===== src/rtl/rvq_defs.vh =====
// constants for the receive video qualify and truncate block
// assumes inclusion by every design file of the block that uses its macros, before use
`ifndef RVQ_DEFS_VH
`define RVQ_DEFS_VH

// =====================================================================
// stream word layout
`define RVQ_DATA_W      8
`define RVQ_KIND_W      2
`define RVQ_WORD_W      10

// token kinds carried beside each byte
`define RVQ_K_DATA      2'h0
`define RVQ_K_FS        2'h1
`define RVQ_K_FE        2'h2
`define RVQ_K_LE        2'h3

// =====================================================================
// forwarding buffer
`define RVQ_FIFO_DEPTH  16
`define RVQ_FIFO_AW     4

// =====================================================================
// measurement and counter widths, reset values
`define RVQ_LEN_W       16
`define RVQ_LINES_W     16
`define RVQ_CNT_W       2
`define RVQ_CNT_MAX     2'h3
`define RVQ_CNT_RST     2'h0
`define RVQ_LEN_ONE     16'h0001
`define RVQ_LEN_ZERO    16'h0000

`endif


===== src/rtl/rvq_fifo.v =====
// forwarding buffer between the qualify logic and the video buffers
// assumes one clock; push and pop follow valid and ready
`timescale 1ns/1ns
module rvq_fifo #(
  parameter WIDTH = 10,
  parameter DEPTH = 16,
  parameter AW    = 4
) (
  input  wire             core_clk,
  input  wire             rst_n,
  input  wire             in_valid,
  input  wire [WIDTH-1:0] in_word,
  output wire             in_ready,
  output wire             out_valid,
  output wire [WIDTH-1:0] out_word,
  input  wire             out_ready
);

  // ===================================================================
  // storage and pointers
  reg  [WIDTH-1:0] mem_q [0:DEPTH-1];
  reg  [AW-1:0]    wr_ptr_q;
  reg  [AW-1:0]    rd_ptr_q;
  reg  [AW:0]      cnt_q;
  reg  [WIDTH-1:0] head_q;
  reg              head_vld_q;
  reg              ready_q;

  wire             push     = in_valid & ready_q;
  wire             free     = ~head_vld_q | out_ready;
  wire             take_mem = free & (cnt_q != {(AW+1){1'b0}});
  wire             bypass   = free & (cnt_q == {(AW+1){1'b0}}) & push;
  wire             wr_mem   = push & ~bypass;
  wire [AW:0]      cnt_d    = cnt_q + {{AW{1'b0}}, wr_mem} - {{AW{1'b0}}, take_mem};

  assign in_ready  = ready_q;
  assign out_valid = head_vld_q;
  assign out_word  = head_q;

  // ===================================================================
  // per entry write
  genvar gi;
  generate
    for (gi = 0; gi < DEPTH; gi = gi + 1) begin : g_ent
      always @(posedge core_clk or negedge rst_n) begin
        if (!rst_n) begin
          mem_q[gi] <= {WIDTH{1'b0}};
        end else if (wr_mem && (wr_ptr_q == gi)) begin
          mem_q[gi] <= in_word;
        end
      end
    end
  endgenerate

  // ===================================================================
  // pointers, head register, registered ready
  always @(posedge core_clk or negedge rst_n) begin
    if (!rst_n) begin
      wr_ptr_q   <= {AW{1'b0}};
      rd_ptr_q   <= {AW{1'b0}};
      cnt_q      <= {(AW+1){1'b0}};
      head_q     <= {WIDTH{1'b0}};
      head_vld_q <= 1'b0;
      ready_q    <= 1'b0;
    end else begin
      if (wr_mem) begin
        wr_ptr_q <= wr_ptr_q + {{(AW-1){1'b0}}, 1'b1};
      end
      if (take_mem) begin
        rd_ptr_q <= rd_ptr_q + {{(AW-1){1'b0}}, 1'b1};
        head_q   <= mem_q[rd_ptr_q];
      end else if (bypass) begin
        head_q <= in_word;
      end
      if (free) begin
        head_vld_q <= take_mem | bypass;
      end
      cnt_q   <= cnt_d;
      // ready only when a slot is certain next cycle
      ready_q <= (cnt_d != DEPTH);
    end
  end

endmodule


===== src/rtl/rvq_qualify.v =====
// receive port video qualification, discard and frame truncation
// assumes a token stream from the serial receiver, one token a cycle,
// and configuration inputs held steady between frames
//
// How it works
// error in frame stops that frame's forwarding
// resume only at next frame start token
// downstream treats repeated start as suspect
// discard enabled: drop everything until pass
// truncate on size mismatch or csi parity
// size truncated frame gets no frame end
// truncation may hit any line, even first
// no resume mid frame after truncation
// frame count threshold zero to three
// threshold zero: pass follows link lock
// nonzero threshold: count valid frames first
// parity error frame still counts once
// software uses threshold two with parity
// line length must stay constant
// line length change restarts valid count
// line count change restarts valid count
// link parity error drops pass at once
// link parity error clears valid count
// lock loss drops pass, clears count
`timescale 1ns/1ns
`include "rvq_defs.vh"
module rvq_qualify (
  input  wire                   core_clk,
  input  wire                   rst_n,
  input  wire                   link_locked,
  input  wire                   link_parity_err,
  input  wire                   csi_parity_err,
  input  wire [`RVQ_CNT_W-1:0]  qualify_frame_count,
  input  wire                   discard_en,
  input  wire                   qualify_line_size,
  input  wire                   qualify_line_count,
  input  wire                   qualify_parity,
  input  wire                   trunc_line_size,
  input  wire                   trunc_line_count,
  input  wire                   trunc_csi_parity,
  input  wire                   in_valid,
  input  wire [`RVQ_KIND_W-1:0] in_kind,
  input  wire [`RVQ_DATA_W-1:0] in_data,
  output wire                   in_ready,
  output wire                   out_valid,
  output wire [`RVQ_KIND_W-1:0] out_kind,
  output wire [`RVQ_DATA_W-1:0] out_data,
  input  wire                   out_ready,
  output wire                   pass,
  output wire [`RVQ_CNT_W-1:0]  valid_frames,
  output wire                   line_len_chg,
  output wire                   line_cnt_chg,
  output wire                   frame_truncated,
  output wire                   forwarding
);

  // ===================================================================
  // state
  reg                    in_frame_q;
  reg                    fwd_q;
  reg                    bad_q;
  reg [`RVQ_LEN_W-1:0]   cur_len_q;
  reg [`RVQ_LEN_W-1:0]   ref_len_q;
  reg                    ref_len_ok_q;
  reg [`RVQ_LINES_W-1:0] lines_q;
  reg [`RVQ_LINES_W-1:0] ref_lines_q;
  reg                    ref_lines_ok_q;
  reg [`RVQ_CNT_W-1:0]   vcnt_q;
  reg                    pass_q;
  reg                    len_chg_q;
  reg                    cnt_chg_q;
  reg                    trunc_q;

  // ===================================================================
  // token decode
  wire                   acc;
  wire                   k_data;
  wire                   k_fs;
  wire                   k_fe;
  wire                   k_le;
  wire                   fifo_ready;

  assign acc    = in_valid & fifo_ready;
  assign k_data = acc & (in_kind == `RVQ_K_DATA);
  assign k_fs   = acc & (in_kind == `RVQ_K_FS);
  assign k_fe   = acc & (in_kind == `RVQ_K_FE);
  assign k_le   = acc & (in_kind == `RVQ_K_LE);

  // ===================================================================
  // size measurement checks
  reg                    len_err;
  reg                    cnt_err;
  reg                    par_hit;
  reg                    restart;
  reg                    trunc_now;
  reg                    allow_new;
  reg                    gate_off;
  reg                    fwd_tok;
  reg                    frame_good;
  reg [`RVQ_CNT_W-1:0]   vcnt_d;
  reg                    pass_d;

  always @* begin
    // over length seen on the extra byte, short length at line end
    len_err = in_frame_q & ref_len_ok_q &
              ((k_data & (cur_len_q == ref_len_q)) |
               (k_le & (cur_len_q != ref_len_q)));
    // extra line seen on its first byte, short frame at frame end
    cnt_err = in_frame_q & ref_lines_ok_q &
              ((k_data & (cur_len_q == `RVQ_LEN_ZERO) & (lines_q == ref_lines_q)) |
               (k_fe & (lines_q != ref_lines_q)));
    par_hit = qualify_parity & link_parity_err;
    restart = (qualify_line_size & len_err) |
              (qualify_line_count & cnt_err) |
              par_hit |
              ~link_locked;
    // parity hits do not mark the frame bad, so it counts once
    frame_good = ~bad_q & ~(qualify_line_size & len_err) &
                 ~(qualify_line_count & cnt_err);
    vcnt_d = vcnt_q;
    if (restart) begin
      vcnt_d = `RVQ_CNT_RST;
    end else if (k_fe && in_frame_q && frame_good) begin
      if (vcnt_q != `RVQ_CNT_MAX) begin
        vcnt_d = vcnt_q + 2'h1;
      end
    end
    if (!link_locked || par_hit) begin
      pass_d = 1'b0;
    end else if (qualify_frame_count == `RVQ_CNT_RST) begin
      pass_d = 1'b1;
    end else begin
      pass_d = (vcnt_d >= qualify_frame_count);
    end
  end

  // ===================================================================
  // forwarding decision
  always @* begin
    gate_off  = discard_en & ~pass_q;
    allow_new = link_locked & ~gate_off;
    // a start token closes the old frame anyway and must not cut the new one
    trunc_now = in_frame_q & fwd_q & ~k_fs &
                ((trunc_line_size & len_err) |
                 (trunc_line_count & cnt_err) |
                 (trunc_csi_parity & csi_parity_err));
    fwd_tok = 1'b0;
    if (k_fs) begin
      fwd_tok = allow_new;
    end else if (in_frame_q && fwd_q && !trunc_now && !gate_off && link_locked) begin
      // a truncated frame never sends its end token
      fwd_tok = 1'b1;
    end
  end

  // ===================================================================
  // frame and line tracking
  always @(posedge core_clk or negedge rst_n) begin
    if (!rst_n) begin
      in_frame_q     <= 1'b0;
      fwd_q          <= 1'b0;
      bad_q          <= 1'b0;
      cur_len_q      <= `RVQ_LEN_ZERO;
      ref_len_q      <= `RVQ_LEN_ZERO;
      ref_len_ok_q   <= 1'b0;
      lines_q        <= `RVQ_LEN_ZERO;
      ref_lines_q    <= `RVQ_LEN_ZERO;
      ref_lines_ok_q <= 1'b0;
    end else begin
      if (k_fs) begin
        // a repeated start without an end simply opens a new frame
        in_frame_q <= 1'b1;
        fwd_q      <= allow_new;
        bad_q      <= 1'b0;
        cur_len_q  <= `RVQ_LEN_ZERO;
        lines_q    <= `RVQ_LEN_ZERO;
      end else if (in_frame_q) begin
        if (trunc_now || gate_off || !link_locked) begin
          fwd_q <= 1'b0;
        end
        if ((qualify_line_size && len_err) || (qualify_line_count && cnt_err)) begin
          bad_q <= 1'b1;
        end
        if (k_data) begin
          cur_len_q <= cur_len_q + `RVQ_LEN_ONE;
        end
        if (k_le) begin
          ref_len_q    <= cur_len_q;
          ref_len_ok_q <= 1'b1;
          cur_len_q    <= `RVQ_LEN_ZERO;
          lines_q      <= lines_q + `RVQ_LEN_ONE;
        end
        if (k_fe) begin
          in_frame_q     <= 1'b0;
          fwd_q          <= 1'b0;
          ref_lines_q    <= lines_q;
          ref_lines_ok_q <= 1'b1;
        end
      end
      if (!link_locked) begin
        // a new lock may bring a new format, relearn the sizes
        in_frame_q     <= 1'b0;
        ref_len_ok_q   <= 1'b0;
        ref_lines_ok_q <= 1'b0;
      end
    end
  end

  // ===================================================================
  // qualification counter, pass and status pulses
  always @(posedge core_clk or negedge rst_n) begin
    if (!rst_n) begin
      vcnt_q    <= `RVQ_CNT_RST;
      pass_q    <= 1'b0;
      len_chg_q <= 1'b0;
      cnt_chg_q <= 1'b0;
      trunc_q   <= 1'b0;
    end else begin
      vcnt_q    <= vcnt_d;
      pass_q    <= pass_d;
      len_chg_q <= len_err;
      cnt_chg_q <= cnt_err;
      trunc_q   <= trunc_now;
    end
  end

  assign pass            = pass_q;
  assign valid_frames    = vcnt_q;
  assign line_len_chg    = len_chg_q;
  assign line_cnt_chg    = cnt_chg_q;
  assign frame_truncated = trunc_q;
  assign forwarding      = fwd_q;

  // ===================================================================
  // forwarding buffer; its ready stalls the receiver directly
  wire [`RVQ_WORD_W-1:0] head_word;

  rvq_fifo #(
    .WIDTH (`RVQ_WORD_W),
    .DEPTH (`RVQ_FIFO_DEPTH),
    .AW    (`RVQ_FIFO_AW)
  ) u_fifo (
    .core_clk  (core_clk),
    .rst_n     (rst_n),
    .in_valid  (acc & fwd_tok),
    .in_word   ({in_kind, in_data}),
    .in_ready  (fifo_ready),
    .out_valid (out_valid),
    .out_word  (head_word),
    .out_ready (out_ready)
  );

  assign in_ready = fifo_ready;
  assign out_kind = head_word[`RVQ_WORD_W-1:`RVQ_DATA_W];
  assign out_data = head_word[`RVQ_DATA_W-1:0];

endmodule


===== config.mk =====
export PLATFORM = sky130hd
export DESIGN_NAME = rvq_qualify
export DESIGN_NICKNAME = d
export VERILOG_FILES = /design/src/rtl/rvq_fifo.v /design/src/rtl/rvq_qualify.v
export VERILOG_INCLUDE_DIRS = /design/src /design/src/rtl
export SDC_FILE = /design/constraint.sdc
export NUM_CORES = 1
export LEC_CHECK = 0
export BUFFER_PORTS_ARGS = -buffer_cell sky130_fd_sc_hd__buf_4
export CORE_UTILIZATION = 40
export CTS_CLUSTER_DIAMETER = 120
export DETAILED_ROUTE_END_ITERATION = 7
export GPL_TIMING_DRIVEN = 0
export HOLD_SLACK_MARGIN = 0.06
export SETUP_SLACK_MARGIN = 0.5
export SYNTH_ARGS = -nofsm -noshare
export SYNTH_HDL_FRONTEND = slang
export SYNTH_SLANG_ARGS = --single-unit

===== constraint.sdc =====
create_clock -name core_clk -period 3.89 [get_ports core_clk]
set_clock_uncertainty 0.2 [all_clocks]
set_input_delay 0.389 -clock core_clk [delete_from_list [all_inputs] [get_ports core_clk]]
set_output_delay 0.389 -clock core_clk [all_outputs]
set_load 0.02 [all_outputs]

==> out/qor.txt <==
outcome -> finished with violations
failing checks -> design-rule violations
setup_tns -> 0 ns
PwrDens -> 517 nW/um2
I/O Buffers -> 43
Fillers -> 2789
routed wire length -> 32.2 mm
CP Class -> flip-flop to flip-flop
vias -> 8321
Inst Count DP -> 1454
die height -> 183 um
register area -> 6510 um2
vias in the first global route -> 8632
WL per Instance -> 20.7 um
Root Buffer -> clkbuf_16
die area -> 33600 um2
GPL Wtd Cong -> 0.790
Sink Count -> 260
register area share after synthesis -> 49.5%
CP Data Required Time -> 4.03 ns
max-slew violation count -> 0
initial antenna violation count -> 0
Cell Area, Synth -> 13200 um2
number of diodes -> 0
Setup violations, final -> 0
most common cell after layout, fill and taps aside -> dfrtp_1
CTS clk-pin slew, worst paths -> 0.06 ns
Post-Synth Simple-Gate Area -> 7.80%
Die W -> 183 um
area of the multi-input gates -> 6460 um2
Leak -> 0.00724 uW
Starting Density -> 40.5%
Final Cell Area -> 15900 um2
Core Box Area -> 32500 um2
detail-routed via count per cell -> 5.34
crit path time final -> 3.86 ns
Final period util -> 99.2%
main combinational cell family by area after synthesis -> multiplexers
fmax -> 259 MHz
flop and latch count out of synthesis -> 260
Final ANT Viol Nets -> 0
H-tree depth -> 1
critical path fanouts, max -> 10
synth unique cells -> 65
most frequent cells in the layout -> dfrtp_1, mux2_4, mux2_2, buf_4, clkbuf_1
Worst Tran Pin Value -> 0.973 ns
Avg Cell Area, Syn -> 13.6 um2
HPWL after DPL -> 20.1 mm
CTS tree -> yes
mux cell area share after synthesis -> 27.9%
post-synth top area share -> 49.5%
post-layout net count -> 1136
syn_nets -> 1009
Worst IR Drop VDD -> 0.000320 V
area grow syn2layout -> 21.3%
clk_lat worst skew -> 0.56 ns
io pins -> 45
CTS Buf Count -> 30
Synth Area in Compound Gates -> 6.71%
share of layout cells above drive strength 1 -> 36.9%
GR Overflow Total -> 0
synth warn -> 0
Max Cap Viol -> 0
CP endpoint kind -> flip-flop
Starting DRT DRC Count -> 626
asr flop ratio synth -> 100%
Setup crit start kind -> flip-flop
final hold violations -> 0
first-pass GRT wire length -> 51.0 mm
Post-synth top flop -> dfrtp_1
GR Util All Layers -> 19.7%
xor/xnor share of the synthesized area -> 3.80%
Synth Area in Adders -> 1.67%
Yosys top cell by area -> dfrtp_1
Hold Crit Class -> primary input to flip-flop
dpl cell area -> 14100 um2
largest cells by area after synthesis -> dfrtp_1, mux2_4, mux4_2
DR DRC count -> 1
Arr. time, crit path -> 4.00 ns
max_slew headroom -> 35.1%
final core utilization -> 49.1%
Initial DRT Pass Iterations -> 8
fin cells -> 1558
Rows -> 66
pin count of the biggest net entering global routing -> 100
clk buf depth -> 3
Post-synth EDFFs -> 0
Synth Instances -> 966
unrepaired setup endpoints after global routing -> true
-- kinds of logic (layout without fill, tap and decap cells) --
logic type | Yosys count | in the layout
multiplexers | 249 | 249
flip-flops | 260 | 260
buffers and inverters | 80 | 230
AND/OR/NAND/NOR | 190 | 190
XOR/XNOR | 57 | 57
adder cells (fa/ha/maj) | 17 | 17
AO/OA/AOI/OAI | 113 | 113
-- synth_stat cells, types with 3 or more instances --
master and n:
dfrtp_1 260, mux2_4 120, mux2_2 69, clkbuf_1 46, mux4_2 38, nor2_1 38, nand3_1 36, o21ai_0 36
nand2_1 34, xor2_1 32, nand4_1 27, xnor2_1 25, inv_1 21, mux2i_1 18, ha_1 16, a21oi_1 14
a21oi_4 14, a22oi_1 10, and3_1 10, a221oi_1 9, nor4_1 9, nor3_1 6, o2111ai_1 6, and2_1 5
nor2b_1 5, or3_1 5, buf_2 4, a21oi_2 3, buf_1 3, o31ai_1 3
-- power by group --
group | internal [uW] | total, uW | switching, uW
clock network | 1720 | 2850 | 1130
logic | 989 | 2180 | 1190
registers | 2980 | 3210 | 224
total | 5690 | 8240 | 2550
-- layout make-up --
type	instances	area share, %
Sequential cell	260	40.8
Clock inverter	8	0.635
Clock buffer	47	5.67
Multi-Input combinational cell	626	40.5
Buffer	58	1.96
Timing Repair Buffer	95	6.45
Tap cell	442	3.47
Inverter	22	0.518
-- repair_timing --
item	CTS	global route
endpoints found under the hold margin	125	0
gates resized for setup	16	28
buffers inserted	29	3
pin swaps	23	18
setup endpoints to repair	165	22
hold buffers	17	0
-- critical path, cell delays in order (launching register included) --
cell and delay (ns):
dfrtp_1 0.38, inv_1 0.08, ha_1 0.18, nor4b_4 0.54
nor2_1 0.13, clkbuf_1 0.34, ha_1 0.40, inv_1 0.10
ha_4 0.14, inv_2 0.03, fa_2 0.35, inv_2 0.06
a21oi_2 0.04, nor2_1 0.10, nor2_1 0.06, xnor2_1 0.22
nand3b_1 0.26
-- registers in the layout, summed over array words and instances, names as in the netlist, 2 cells and up --
signal,flops
u_fifo.wr_ptr_q,4
ref_lines_q,16
ref_len_q,16
u_fifo.rd_ptr_q,4
u_fifo.mem_q,160
lines_q,16
u_fifo.cnt_q,5
valid_frames,2
u_fifo.out_word,10
cur_len_q,16
-- path summary, 6_finish.rpt --
kind / start / to / slack (ns) / cells past startpoint
setup / recovery: u_fifo.cnt_q[2] / u_fifo.in_ready / 0.03 / 16
hold / removal: out_ready / u_fifo.rd_ptr_q[1] / 0.16 / 4
setup reg to reg: u_fifo.cnt_q[2] / u_fifo.in_ready / 0.03 / 16
hold reg to reg: u_fifo.mem_q[115] / u_fifo.mem_q[115] / 0.28 / 1
max in group asynchronous: rst_n / u_fifo.wr_ptr_q[1] / 1.99 / 4
min in group asynchronous: rst_n / ref_len_q[4] / 0.17 / 2
-- stage by stage --
stage | setup WS (ns) | total power (uW) | hold WS [ns]
finish | 0.0298 | 8240 | 0.163
global route | -0.139 | 8640 | 0.170
CTS | -0.00448 | 8270 | 0.137
detailed placement | -0.328 | 5280 | 0.186
global placement | -0.381 | 5250 | 0.275
floorplan | 0.520 | 4640 | -0.107
-- layer usage --
layer / vias to the layer above / GRT usage (%) / part of all wire, %
li1: 3808 / - / -
met1: 4313 / 27.6 / 46
met2: 150 / 32.2 / 48
met3: 50 / 2.60 / 3.9
met4: 0 / 5.50 / 2.1
met5: - / 0 / 0
(Power assumes the default switching activity.)
